<file path="src/eeprom_rd_params.svh">
// Constants for the two-wire EEPROM read path
`ifndef EEPROM_RD_PARAMS_SVH
`define EEPROM_RD_PARAMS_SVH
`define DEV_TYPE_CODE   4'b1010
`define ADDR_WIDTH      13
`define ADDR_TOP        13'h1FFF
`define ADDR_RESET      13'h0000
`define BIT_CNT_LAST    4'h8
`define SYNC_STAGES     3
`endif

</file>
<file path="src/eeprom_rd_pkg.sv">
// Types shared by the EEPROM read path
package eeprom_rd_pkg;
  // Protocol phase of the slave
  typedef enum logic [2:0] {
    ST_IDLE   = 3'b000,  // Waiting for START
    ST_DEVADR = 3'b001,  // Shifting in slave address
    ST_WRADR  = 3'b010,  // Shifting in location address bytes
    ST_WRDATA = 3'b011,  // Write data ignored on read path
    ST_TXDATA = 3'b100,  // Shifting out a data byte
    ST_MACK   = 3'b101,  // Master acknowledge slot
    ST_WAIT   = 3'b110   // Waiting for STOP
  } phase_t;
  // Synchronised bus levels and events
  typedef struct packed {
    logic scl;
    logic sda;
    logic scl_rise;
    logic scl_fall;
    logic start;
    logic stop;
  } bus_evt_t;
  // Memory read request (address only)
  typedef struct packed {
    logic [12:0] addr;
  } mem_req_t;
endpackage

</file>
<file path="src/pin_sync.sv">
// Three-stage input synchroniser with edge and bus-condition detection
`timescale 1ns/1ps
`include "eeprom_rd_params.svh"
module pin_sync
  import eeprom_rd_pkg::*;
(
  input  wire logic             sys_clk,
  input  wire logic             reset,
  input  wire logic             scl_in,
  input  wire logic             sda_in,
  output eeprom_rd_pkg::bus_evt_t evt
);
  ////////////////////////////////////////////////////////////////////////////////
  logic [2:0] scl_sync_reg;  // Stage 0 read only by stage 1
  logic [2:0] sda_sync_reg;
  logic       scl_reg;       // Filtered level
  logic       sda_reg;

  // Shift chains; bus idles high
  always_ff @(posedge sys_clk) begin
    if (reset) begin
      scl_sync_reg <= 3'b111;
      sda_sync_reg <= 3'b111;
    end else begin
      scl_sync_reg <= {scl_sync_reg[1:0], scl_in};
      sda_sync_reg <= {sda_sync_reg[1:0], sda_in};
    end
  end

  // A change counts only when stages two and three agree
  always_ff @(posedge sys_clk) begin
    if (reset) begin
      scl_reg <= 1'b1;
      sda_reg <= 1'b1;
    end else begin
      if (scl_sync_reg[1] == scl_sync_reg[2]) begin
        scl_reg <= scl_sync_reg[2];
      end
      if (sda_sync_reg[1] == sda_sync_reg[2]) begin
        sda_reg <= sda_sync_reg[2];
      end
    end
  end

  // Events derived from agreed levels only
  always_comb begin
    evt.scl      = scl_reg;
    evt.sda      = sda_reg;
    evt.scl_rise = (scl_sync_reg[1] == scl_sync_reg[2]) && scl_sync_reg[2] && !scl_reg;
    evt.scl_fall = (scl_sync_reg[1] == scl_sync_reg[2]) && !scl_sync_reg[2] && scl_reg;
    // Data moving while clock high marks START or STOP
    evt.start    = scl_reg && (sda_sync_reg[1] == sda_sync_reg[2]) &&
                   !sda_sync_reg[2] && sda_reg;
    evt.stop     = scl_reg && (sda_sync_reg[1] == sda_sync_reg[2]) &&
                   sda_sync_reg[2] && !sda_reg;
  end
endmodule

</file>
<file path="src/i2c_eeprom_read_path.sv">
// Read side of a two-wire serial EEPROM slave
//
// Overview of operation
// - Direction bit one selects a read.
// - Counter holds last location plus one.
// - Counter wraps from 8191 to 0.
// - Acknowledge address, then shift out byte.
// - Repeated START read returns loaded location.
// - Master ack on first byte starts sequential.
// - Each master ack sends next byte.
// - No-ack then STOP ends; release data.
// - Increment full counter width on reads.
// - Match 1010 plus three select pins.
// - No-ack: release line, wait for STOP.
`timescale 1ns/1ps
`include "eeprom_rd_params.svh"
module i2c_eeprom_read_path
  import eeprom_rd_pkg::*;
#(
  parameter int ADDR_W = `ADDR_WIDTH  // Location address width
)(
  input  wire logic              sys_clk,
  input  wire logic              reset,
  input  wire logic              scl_in,
  input  wire logic              sda_in,
  output logic                   sda_oe_n,          // Low while pulling data low
  output logic                   sda_out,           // Always zero when driven
  input  wire logic              chip_select_bit0,
  input  wire logic              chip_select_bit1,
  input  wire logic              chip_select_bit2,
  output eeprom_rd_pkg::mem_req_t mem_req,          // Array read address
  input  wire logic [7:0]        mem_rdata,         // Array data, same-cycle
  output logic                   busy               // Inside a transaction
);
  import eeprom_rd_pkg::*;

  // Elaboration check on address width
  if (ADDR_W != 13) begin : g_bad_width
    $error("Address width must be 13");
  end

  ////////////////////////////////////////////////////////////////////////////////
  bus_evt_t          evt;             // Synchronised bus events
  phase_t            state_reg;       // Protocol phase
  logic [3:0]        bit_cnt_reg;     // Bits of current byte seen
  logic [7:0]        shift_reg;       // Receive or transmit byte
  logic [12:0]       addr_cnt_reg;    // Address counter
  logic              addr_hi_reg;     // High address byte pending
  logic              ack_slot_reg;    // Device is in its own ack slot
  logic              rw_reg;          // Direction bit of matched address
  logic              master_ack_reg;  // Sampled master acknowledge
  logic [2:0]        sel_pins;

  assign sel_pins = {chip_select_bit2, chip_select_bit1, chip_select_bit0};

  // Increment wraps over the whole counter, not just page bits
  function automatic logic [12:0] next_addr(input logic [12:0] a);
    next_addr = (a == `ADDR_TOP) ? `ADDR_RESET : 13'(a + 13'h0001);
  endfunction
  // Slave address byte matches type code and select pins
  function automatic logic addr_match(input logic [7:0] b, input logic [2:0] pins);
    addr_match = (b[7:4] == `DEV_TYPE_CODE) && (b[3:1] == pins);
  endfunction

  pin_sync u_sync (
    .sys_clk (sys_clk),
    .reset   (reset),
    .scl_in  (scl_in),
    .sda_in  (sda_in),
    .evt     (evt)
  );

  ////////////////////////////////////////////////////////////////////////////////
  // Protocol phase machine; START and STOP override everything
  always_ff @(posedge sys_clk) begin
    if (reset) begin
      state_reg      <= ST_IDLE;
      bit_cnt_reg    <= 4'h0;
      shift_reg      <= 8'h00;
      addr_hi_reg    <= 1'b0;
      ack_slot_reg   <= 1'b0;
      rw_reg         <= 1'b0;
      master_ack_reg <= 1'b0;
    end else if (evt.start) begin
      // Repeated START is legal anywhere
      state_reg    <= ST_DEVADR;
      bit_cnt_reg  <= 4'h0;
      ack_slot_reg <= 1'b0;
    end else if (evt.stop) begin
      state_reg    <= ST_IDLE;
      ack_slot_reg <= 1'b0;
    end else begin
      unique case (state_reg)
        ST_IDLE, ST_WAIT: begin
          bit_cnt_reg <= 4'h0;
        end
        ST_DEVADR, ST_WRADR, ST_WRDATA: begin
          // Receive on rising clock
          if (evt.scl_rise && !ack_slot_reg) begin
            shift_reg   <= {shift_reg[6:0], evt.sda};
            bit_cnt_reg <= 4'(bit_cnt_reg + 4'h1);
          end
          if (evt.scl_fall && ack_slot_reg) begin
            // End of device ack slot
            ack_slot_reg <= 1'b0;
            bit_cnt_reg  <= 4'h0;
            if (state_reg == ST_DEVADR && rw_reg) begin
              state_reg <= ST_TXDATA;
              shift_reg <= mem_rdata;
            end else if (state_reg == ST_DEVADR) begin
              state_reg   <= ST_WRADR;
              addr_hi_reg <= 1'b1;
            end else if (state_reg == ST_WRADR && addr_hi_reg) begin
              addr_hi_reg <= 1'b0;  // Low address byte follows
            end else if (state_reg == ST_WRADR) begin
              state_reg <= ST_WRDATA;
            end
          end else if (evt.scl_fall && bit_cnt_reg == `BIT_CNT_LAST) begin
            if (state_reg == ST_DEVADR) begin
              if (addr_match(shift_reg, sel_pins)) begin
                rw_reg       <= shift_reg[0];
                ack_slot_reg <= 1'b1;
              end else begin
                state_reg <= ST_WAIT;
              end
            end else if (state_reg == ST_WRADR) begin
              ack_slot_reg <= 1'b1;
            end else begin
              // Write data belongs to the write path; do not ack
              state_reg <= ST_WAIT;
            end
          end
        end
        ST_TXDATA: begin
          // shift byte out after clock falls
          if (evt.scl_fall) begin
            if (bit_cnt_reg == 4'h7) begin
              state_reg   <= ST_MACK;
              bit_cnt_reg <= 4'h0;
            end else begin
              shift_reg   <= {shift_reg[6:0], 1'b0};
              bit_cnt_reg <= 4'(bit_cnt_reg + 4'h1);
            end
          end
        end
        ST_MACK: begin
          // sample master ack while clock high
          if (evt.scl_rise) begin
            master_ack_reg <= !evt.sda;
          end
          if (evt.scl_fall) begin
            if (master_ack_reg) begin
              state_reg <= ST_TXDATA;
              shift_reg <= mem_rdata;
            end else begin
              // no ack, release and wait for STOP
              state_reg <= ST_WAIT;
            end
          end
        end
        default: begin
          state_reg <= ST_IDLE;
        end
      endcase
    end
  end

  ////////////////////////////////////////////////////////////////////////////////
  // Address counter; survives STOP so current-address reads work
  always_ff @(posedge sys_clk) begin
    if (reset) begin
      addr_cnt_reg <= `ADDR_RESET;
    end else if (!evt.start && !evt.stop && evt.scl_fall) begin
      if (state_reg == ST_WRADR && bit_cnt_reg == `BIT_CNT_LAST && !ack_slot_reg) begin
        if (addr_hi_reg) begin
          addr_cnt_reg <= {shift_reg[4:0], addr_cnt_reg[7:0]};
        end else begin
          addr_cnt_reg <= {addr_cnt_reg[12:8], shift_reg};
        end
      end else if (state_reg == ST_TXDATA && bit_cnt_reg == 4'h7) begin
        // counter steps past the byte just sent
        addr_cnt_reg <= next_addr(addr_cnt_reg);
      end
    end
  end

  ////////////////////////////////////////////////////////////////////////////////
  // Open-drain data driver; output enable is low while pulling low
  always_ff @(posedge sys_clk) begin
    if (reset) begin
      sda_oe_n <= 1'b1;
    end else if (evt.start || evt.stop) begin
      sda_oe_n <= 1'b1;
    end else if (ack_slot_reg && evt.scl_fall) begin
      // Leaving ack slot: first data bit may follow at once
      sda_oe_n <= !(state_reg == ST_DEVADR && rw_reg && !mem_rdata[7]);
    end else if (evt.scl_fall && bit_cnt_reg == `BIT_CNT_LAST && (state_reg == ST_WRADR ||
                 (state_reg == ST_DEVADR && addr_match(shift_reg, sel_pins)))) begin
      // Pull low on the fall that ends the byte, so the ack settles before clock rises
      sda_oe_n <= 1'b0;
    end else if (ack_slot_reg) begin
      sda_oe_n <= 1'b0;
    end else if (state_reg == ST_TXDATA && evt.scl_fall) begin
      sda_oe_n <= (bit_cnt_reg == 4'h7) ? 1'b1 : shift_reg[6];
    end else if (state_reg == ST_MACK && evt.scl_fall) begin
      sda_oe_n <= !(master_ack_reg && !mem_rdata[7]);
    end else if (state_reg != ST_TXDATA) begin
      sda_oe_n <= 1'b1;
    end
  end

  // Data level is always low; the enable alone decides
  always_ff @(posedge sys_clk) begin
    sda_out <= 1'b0;
  end

  // Array address and busy flag
  always_ff @(posedge sys_clk) begin
    if (reset) begin
      mem_req.addr <= `ADDR_RESET;
      busy         <= 1'b0;
    end else begin
      mem_req.addr <= addr_cnt_reg;
      busy         <= (state_reg != ST_IDLE);
    end
  end

  ////////////////////////////////////////////////////////////////////////////////
  // Released during master ack slot
  master_release_a:
  assert property (@(posedge sys_clk) disable iff (reset)
    (state_reg == ST_MACK && !evt.scl_fall) |=> sda_oe_n)
    else $error("Data line driven during master ack slot");

  // Wrap at top
  counter_wrap_a:
  assert property (@(posedge sys_clk) disable iff (reset)
    (addr_cnt_reg == `ADDR_TOP && state_reg == ST_TXDATA && bit_cnt_reg == 4'h7
     && evt.scl_fall && !evt.start && !evt.stop) |=> addr_cnt_reg == `ADDR_RESET)
    else $error("Counter did not wrap to zero");

  // Full-width increment
  counter_step_a:
  assert property (@(posedge sys_clk) disable iff (reset)
    (state_reg == ST_TXDATA && bit_cnt_reg == 4'h7 && evt.scl_fall && !evt.start
     && !evt.stop && addr_cnt_reg != `ADDR_TOP)
    |=> addr_cnt_reg == $past(addr_cnt_reg) + 13'h0001)
    else $error("Counter did not step by one");

  // No ack leads to wait
  noack_wait_a:
  assert property (@(posedge sys_clk) disable iff (reset)
    (state_reg == ST_MACK && evt.scl_fall && !master_ack_reg && !evt.start && !evt.stop)
    |=> state_reg == ST_WAIT ##1 sda_oe_n)
    else $error("No-ack did not end transmission");

  // Ack leads to next byte
  ack_next_a:
  assert property (@(posedge sys_clk) disable iff (reset)
    (state_reg == ST_MACK && evt.scl_fall && master_ack_reg && !evt.start && !evt.stop)
    |=> state_reg == ST_TXDATA && bit_cnt_reg == 4'h0)
    else $error("Master ack did not start next byte");

  // Wrong device type code never acknowledged
  addr_match_a:
  assert property (@(posedge sys_clk) disable iff (reset)
    (state_reg == ST_DEVADR && bit_cnt_reg == `BIT_CNT_LAST && evt.scl_fall
     && !ack_slot_reg && !evt.start && !evt.stop && shift_reg[7:4] != `DEV_TYPE_CODE)
    |=> state_reg == ST_WAIT && !ack_slot_reg)
    else $error("Foreign address acknowledged");

  // STOP releases line
  stop_release_a:
  assert property (@(posedge sys_clk) disable iff (reset)
    evt.stop |=> sda_oe_n && state_reg == ST_IDLE)
    else $error("STOP did not release data line");

  // Read address goes to transmit
  read_select_a:
  assert property (@(posedge sys_clk) disable iff (reset)
    (state_reg == ST_DEVADR && ack_slot_reg && rw_reg && evt.scl_fall
     && !evt.start && !evt.stop) |=> state_reg == ST_TXDATA)
    else $error("Read direction did not start transmission");
endmodule

</file>
<file path="config.mk">
export PLATFORM = sky130hd
export DESIGN_NAME = i2c_eeprom_read_path
export DESIGN_NICKNAME = d
export VERILOG_FILES = /design/src/eeprom_rd_pkg.sv /design/src/pin_sync.sv /design/src/i2c_eeprom_read_path.sv
export VERILOG_INCLUDE_DIRS = /design/src
export SDC_FILE = /design/constraint.sdc
export NUM_CORES = 1
export LEC_CHECK = 0
export BUFFER_PORTS_ARGS = -buffer_cell sky130_fd_sc_hd__buf_4
export CORE_AREA = 8 8 80 82
export DETAILED_ROUTE_END_ITERATION = 8
export DIE_AREA = 0 0 88 90
export PLACE_DENSITY = 0.87
export RECOVER_POWER = 100
export SLEW_MARGIN = 20
export SYNTH_ARGS = -nofsm -noshare
export SYNTH_HDL_FRONTEND = slang
export SYNTH_HIERARCHICAL = 1
export SYNTH_SLANG_ARGS = --single-unit
</file>
<file path="constraint.sdc">
create_clock -name sys_clk -period 2.8 [get_ports sys_clk]
set_input_delay 0.42 -clock sys_clk [delete_from_list [all_inputs] [get_ports sys_clk]]
set_output_delay 0.42 -clock sys_clk [all_outputs]
set_load 0.05 [all_outputs]
</file>
Yosys cells after proc, flatten, opt, wreduce, memory -nomap -nowiden
Cells that the tools add are included.
Widths: inputs -> output; s select.
Cells by class
  $add $sub $neg: 2
  bitwise operators: 5
  equal/unequal tests: 37
  mux-type cells: 47
  reduce and logical (&&, ||, !) cells: 62
Operator list (number)
  $mux 8: 7
  $mux 13: 4
  $mux 3: 12
  $logic_and 1x1->1: 26
  $pmux 8 s3: 1
  $reduce_and 9->1: 2
  $mux 1: 16
  $mux 4: 4
  $ne 4x4->1 const B: 4
  $ne 5x5->1 const B: 3
  $ne 7x7->1 const B: 2
  $reduce_and 7->1: 2
  $add 13x1->13 const B: 1
  $eq 13x13->1 const B: 1
  $ne 2x2->1 const B: 6
  $ne 3x3->1 const B: 4
  $ne 6x6->1 const B: 2
  $pmux 3 s4: 1
  $pmux 4 s3: 1
  $reduce_and 4->1: 3
  $reduce_bool 3->1: 4
  $logic_not 1->1: 10
  $eq 3x3->1 const B: 3
  $eq 4x4->1 const B: 2
  19 further kinds: 32
Word-level totals
  output and inout bits: 16
  word-level logic and storage cells: 170
  input bits: 15
  register bits: 55

Longest topological paths before layout
Gate-level depths: netlist of the first run.
  depth in word-level cells: 9
  mapped depth: 9
  depth with buffers taken out: 8

By module
The synthesis of the first run kept the hierarchy.
Modules (own cells, without submodules)
  i2c_eeprom_read_path: seq. area each 940.9 µm², cells an instance 315, area an instance 2547.4 µm², instances 1
  pin_sync: seq. area each 160.2 µm², cells an instance 30, area an instance 306.5 µm², instances 1

Worst setup path before layout of the first run
Ideal clock, no wire load.
  path kind: flip-flop to flip-flop
  start point: register u_sync.scl_sync_reg[1]
  end point: register bit_cnt_reg[3]
  period minus slack after synthesis: 2121 ps
  arrival time: 2035 ps
  stages on the path, launching flop included: 10
  data required time: 2714 ps
  slack: 679 ps
  cells stage by stage: dfxtp_1 inv_1 ha_1 and2_1 clkbuf_2 nand2_1 nor3b_1 a211o_1 or4_1 a211oi_1
RTL lines
  start, declared: line pin_sync.sv:14  | logic [2:0] scl_sync_reg;
  start signal, assigned: line pin_sync.sv:25  | scl_sync_reg <= {scl_sync_reg[1:0], scl_in};
  end signal, assigned: line i2c_eeprom_read_path.sv:101  | bit_cnt_reg <= 4'(bit_cnt_reg + 4'h1);
  end signal, assigned: line i2c_eeprom_read_path.sv:142  | bit_cnt_reg <= 4'(bit_cnt_reg + 4'h1);
  end, declared: line i2c_eeprom_read_path.sv:45  | logic [3:0] bit_cnt_reg;

Final worst setup path of the first run
  start point: register state_reg[0]
  end point: register shift_reg[1]
On the way
  cells in the longest elaborated chain, start to end: 5
  elaborated cells on any way between the ends: 16
  those cells by class: 9 x eq/ne; 3 x mux; 4 x reduce/logical
RTL lines
  start, declared: line i2c_eeprom_read_path.sv:44  | phase_t state_reg;
  start signal, assigned: line i2c_eeprom_read_path.sv:77  | state_reg <= ST_IDLE;
  start signal, assigned: line i2c_eeprom_read_path.sv:86  | state_reg <= ST_DEVADR;
  start signal, assigned: line i2c_eeprom_read_path.sv:90  | state_reg <= ST_IDLE;
  $eq 3x1->1: line i2c_eeprom_read_path.sv:93, i2c_eeprom_read_path.sv:107
  $logic_and 1x1->1: line i2c_eeprom_read_path.sv:107  | if (state_reg == ST_DEVADR && rw_reg) begin
  $mux 8: line i2c_eeprom_read_path.sv:107
  $mux 8: line i2c_eeprom_read_path.sv:103  | if (evt.scl_fall && ack_slot_reg) begin
  $pmux 8 s3: line i2c_eeprom_read_path.sv:93  | unique case (state_reg)
  end signal, assigned: line i2c_eeprom_read_path.sv:100  | shift_reg <= {shift_reg[6:0], evt.sda};
  end signal, assigned: line i2c_eeprom_read_path.sv:109  | shift_reg <= mem_rdata;
  end signal, assigned: line i2c_eeprom_read_path.sv:141  | shift_reg <= {shift_reg[6:0], 1'b0};
  end, declared: line i2c_eeprom_read_path.sv:46  | logic [7:0] shift_reg;
Parallel ways exist; a longest one is shown, timed or not.
A chain may end at the register's enable or synchronous reset.

==> results of run 1 <==
## how the worst max path moves through the flow
stage / startpoint / endpoint / depth (start not counted) / slack, ns
3_3_place_gp: ack_slot_reg / bit_cnt_reg[3] / 5 / 0.61
6_report: state_reg[0] / shift_reg[1] / 6 / 0.36
4_1_cts: ack_slot_reg / bit_cnt_reg[3] / 5 / 0.51
2_1_floorplan: u_sync/scl_sync_reg[1] / bit_cnt_reg[3] / 9 / 0.68
5_1_grt: state_reg[0] / shift_reg[1] / 6 / 0.17
3_5_place_dp: ack_slot_reg / bit_cnt_reg[3] / 5 / 0.55
## power by group
group | switching, mW | internal [mW]
Sequential | 0.0534 | 0.813
Combinational | 0.219 | 0.158
Clock | 0.253 | 0.202
## final cells by class
type | instances | area share
tap | 72 | 0.02865
clock inverter | 2 | 0.005173
inverter | 16 | 0.01910
sequential | 55 | 0.3502
clock buffer | 6 | 0.02626
multi-input combinational | 257 | 0.5097
timing repair buffer | 34 | 0.06088
## routing by layer
| metal | wire (microns) | vias to the layer above | global-route usage |
|---|---|---|---|
| met5 | 0 | - | 0 |
| met4 | 131 | 0 | 0.08178 |
| met3 | 477 | 14 | 0.04004 |
| met2 | 3343 | 108 | 0.2919 |
| met1 | 2960 | 1265 | 0.2187 |
| li1 | - | 1306 | - |
## worst reg2reg max path: stages (launching register included)
cell and delay (ns):
dfxtp_1 0.52, nor3b_1 0.40, clkbuf_1 0.31, nand3_1 0.12, a21boi_0 0.49, o21a_1 0.38
o21a_1 0.16
==> impl_metrics.json, run 1 <==
{
  "status": "completed",
  "port-buffer-count": 29,
  "h-tree-depth": 2,
  "dpl_cell_area_sq_mm": 0.003122,
  "die_w_microns": 88,
  "grt_pass1_wl_microns": 11730,
  "drt_pass1_iterations": 4,
  "ir_worst_vdd_mv": 0.3682,
  "ant_nets": 0,
  "num_rows": 27,
  "finalClockSkew_ns": 0.008712,
  "path_delay_family": "compound AO/OA/AOI/OAI gates",
  "worstSetupPathType": "reg -> reg",
  "cp-end-kind": "flop",
  "drc_errors": 0,
  "grt_max_degree": 40,
  "hp-class": "in -> reg",
  "postLayoutCoreUtil": 0.6005,
  "worst_slack_ns": 0.3618,
  "antenna_found_initial": 0,
  "max_stage_delay_ns": 0.52,
  "final_common_cell": "dfxtp_1",
  "setup_viol": 0,
  "fin_area_sq_mm": 0.003144,
  "drv_slew": 0,
  "grt-ovfl-total": 0,
  "slew_headroom": 0.4445,
  "worstPathRequired_ns": 3.06,
  "io_pins": 31,
  "cts_tree": "done",
  "critPathBufInv": 1,
  "cts_buffer_depth": 2,
  "vias_per_cell": 6.093,
  "slowest_stage": "dfxtp_1",
  "hold_viol": 0,
  "regArea_sq_mm": 0.001101,
  "fillCellCount": 493,
  "syn_area_sq_mm": 0.002846,
  "place_inst": 434,
  "cts_setup_buffers": 0,
  "nets": 389,
  "insertion_delay_ns": 0.31,
  "min_period_ns": 2.438,
  "leakage_nw": 1.132,
  "hpwl_microns": 5006,
  "diodes": 0,
  "synth_warnings": 6,
  "tns_ns": 0,
  "cp_max_fo": 17,
  "routedWlPerCell_microns": 15.64,
  "die_area_sq_mm": 0.007920,
  "area_delta_synth_final_pct": 10.46,
  "p_per_area_mw_per_mm2": 539.7,
  "numCtsBuffers": 5,
  "synth_cells": 344,
  "grt_usage": 0.1803,
  "cts-root-buf": "clkbuf_8",
  "start_util": 0.5436,
  "place_congestion": 0.9876,
  "maxCapViolCount": 0,
  "instances_no_fill": 442,
  "rr_startpoint": "state_reg[0]",
  "cp-start-kind": "flop",
  "cts.clk_slew.worst_paths_ns": 0.09,
  "r2r_slack_ns": 0.36,
  "grt_pass1_vias": 2575,
  "tightest_slew_ns": 0.8257,
  "cts_sinks": 55,
  "fmax_ghz": 0.4101,
  "cpMostUsedCell": "o21a_1",
  "drtIter0Drc": 125,
  "core_area_sq_mm": 0.005236,
  "hold_path_depth": 2,
  "rsz0062_at_grt": "false",
  "fp.dieH_microns": 90,
  "cts-resized-gates": 0,
  "post-place-ws_ns": 0.5539,
  "multi_input_area_sq_mm": 0.001603,
  "finalPower_mw": 1.697,
  "postCtsHoldBufs": 0,
  "final_cell_mix": "dfxtp_1 (55), o21ai_0 (28), nand2_1 (27)",
  "critical_path_arrival_ns": 2.70,
  "layout-drive-gt1-share": 0.08649,
  "num_vias": 2693,
  "period_share": 0.8708,
  "path_cells": "nor3b_1 -> clkbuf_1 -> nand3_1 -> a21boi_0 -> o21a_1 -> o21a_1",
  "finalHoldWorstSlack_ns": 0.2949,
  "hp-start": "sda_in",
  "finalWirelength_microns": 6912,
  "holdPathEnd": "u_sync/sda_sync_reg[0]",
  "synth.avg_cell_area_sq_um": 8.275,
  "reg2reg_depth": 6,
  "synthesis.nets": 364,
  "reg2reg_to": "shift_reg[1]"
}
Power figures use the tool's default switching activity.
==> inputs of run 2 (changes only) <==
clock period = 2.47 ns   (was 2.8 ns; I/O delays follow)
==> run 2 against run 1 <==
  * Combinational power increased by 17%
  * Wire length increased by 1.4%
  * Via count increased by 1.4%
  * Worst hold slack got worse by 0.048 ns
  * Highest routed layer unchanged
==> impl_metrics.json, run 2 (synthesized netlist as in run 1, its figures left out) <==
{
  "cts_tree": "done",
  "tightest_slew_ns": 0.6697,
  "worstSetupPathType": "reg -> reg",
  "postCtsHoldBufs": 0,
  "place_congestion": 0.9477,
  "grt_pass1_wl_microns": 11920,
  "min_period_ns": 2.253,
  "nets": 396,
  "setup_viol": 0,
  "reg2reg_to": "bit_cnt_reg[3]",
  "critical_path_arrival_ns": 2.47,
  "path_delay_family": "simple AND/OR/NAND/NOR gates",
  "routedWlPerCell_microns": 15.67,
  "final_common_cell": "dfxtp_1",
  "vias_per_cell": 6.110,
  "num_vias": 2731,
  "area_delta_synth_final_pct": 11.47,
  "cts_setup_buffers": 0,
  "cp_max_fo": 9,
  "regArea_sq_mm": 0.001101,
  "grt_pass1_vias": 2622,
  "insertion_delay_ns": 0.30,
  "die_area_sq_mm": 0.007920,
  "cts_buffer_depth": 2,
  "fmax_ghz": 0.4439,
  "cts_sinks": 55,
  "path_cells": "ha_1 -> nor2b_1 -> nor2b_2 -> nor3b_1 -> a211o_1 -> or4_1 -> a211oi_1",
  "grt-ovfl-total": 0,
  "multi_input_area_sq_mm": 0.001605,
  "slew_headroom": 0.5536,
  "grt_max_degree": 39,
  "io_pins": 31,
  "hpwl_microns": 5213,
  "cp-start-kind": "flop",
  "leakage_nw": 1.158,
  "fp.dieH_microns": 90,
  "finalClockSkew_ns": 0.002871,
  "status": "completed",
  "grt_usage": 0.1814,
  "numCtsBuffers": 5,
  "r2r_slack_ns": 0.22,
  "num_rows": 27,
  "cts.clk_slew.worst_paths_ns": 0.08,
  "final_cell_mix": "dfxtp_1 (55), nand2_1 (27), o21ai_0 (27)",
  "cts-resized-gates": 0,
  "rsz0062_at_grt": "false",
  "period_share": 0.9121,
  "drt_pass1_iterations": 7,
  "tns_ns": 0,
  "instances_no_fill": 447,
  "die_w_microns": 88,
  "rr_startpoint": "u_sync/scl_sync_reg[1]",
  "max_stage_delay_ns": 0.53,
  "finalWirelength_microns": 7006,
  "ir_worst_vdd_mv": 0.3597,
  "h-tree-depth": 2,
  "cp_num_cells": 7,
  "hp-class": "in -> reg",
  "fillCellCount": 503,
  "cp-endpoint": "bit_cnt_reg[3]",
  "cp-end-kind": "flop",
  "drtIter0Drc": 188,
  "drv_slew": 0,
  "reg2reg_depth": 7,
  "p_per_area_mw_per_mm2": 587.1,
  "cts-root-buf": "clkbuf_8",
  "worstPathRequired_ns": 2.69,
  "critPathLaunch": "u_sync/scl_sync_reg[1]",
  "place_inst": 441,
  "layout-drive-gt1-share": 0.09867,
  "hold_viol": 0,
  "slowest_stage": "or4_1",
  "antenna_found_initial": 0,
  "diodes": 0,
  "maxCapViolCount": 0,
  "start_util": 0.5436,
  "core_area_sq_mm": 0.005236,
  "drc_errors": 0,
  "postLayoutCoreUtil": 0.6060,
  "port-buffer-count": 29,
  "critPathBufInv": 0,
  "ant_nets": 0
}
==> run 2: worst min path at each step <==
stage / from / end / slack (ns) / cells after the start
after floorplan: u_sync/scl_sync_reg[0] / u_sync/scl_sync_reg[1] / 0.38 / 1
after global placement: u_sync/sda_sync_reg[0] / u_sync/sda_sync_reg[1] / 0.39 / 1
after detailed placement: u_sync/sda_sync_reg[0] / u_sync/sda_sync_reg[1] / 0.40 / 1
after CTS: scl_in / u_sync/scl_sync_reg[0] / 0.24 / 2
after global routing: scl_in / u_sync/scl_sync_reg[0] / 0.24 / 2
final: scl_in / u_sync/scl_sync_reg[0] / 0.25 / 2
==> run 2: power breakdown <==
group          leakage [nW]  internal (mW)  switching [mW]
combinational         0.677          0.186           0.254
sequential            0.445          0.921          0.0564
clock                0.0371          0.190           0.256
total                  1.16           1.30           0.566
==> run 2: final cells by class <==
cell class,instances,area share
Clock buffer,6,0.02287
Inverter,16,0.01893
Multi-Input combinational cell,257,0.5059
Sequential cell,55,0.3470
Tap cell,72,0.02839
Timing Repair Buffer,41,0.07689
==> run 2: metrics by stage <==
step,hold slack [ns],power (mW),area (sq um),setup WS (ns)
after floorplan,0.3832,1.305,2846,0.3491
after global placement,0.3883,1.432,3174,0.2865
after detailed placement,0.3987,1.441,3174,0.1493
after CTS,0.2413,1.880,3247,0.1173
after global routing,0.2363,1.969,3173,0.02804
final,0.2469,1.863,3173,0.2172
==> run 2: per-layer routing <==
metal | GRT usage | wire [microns]
met1 | 0.2190 | 3020
met2 | 0.3007 | 3495
met3 | 0.03731 | 357
met4 | 0.07317 | 132
met5 | 0 | 0
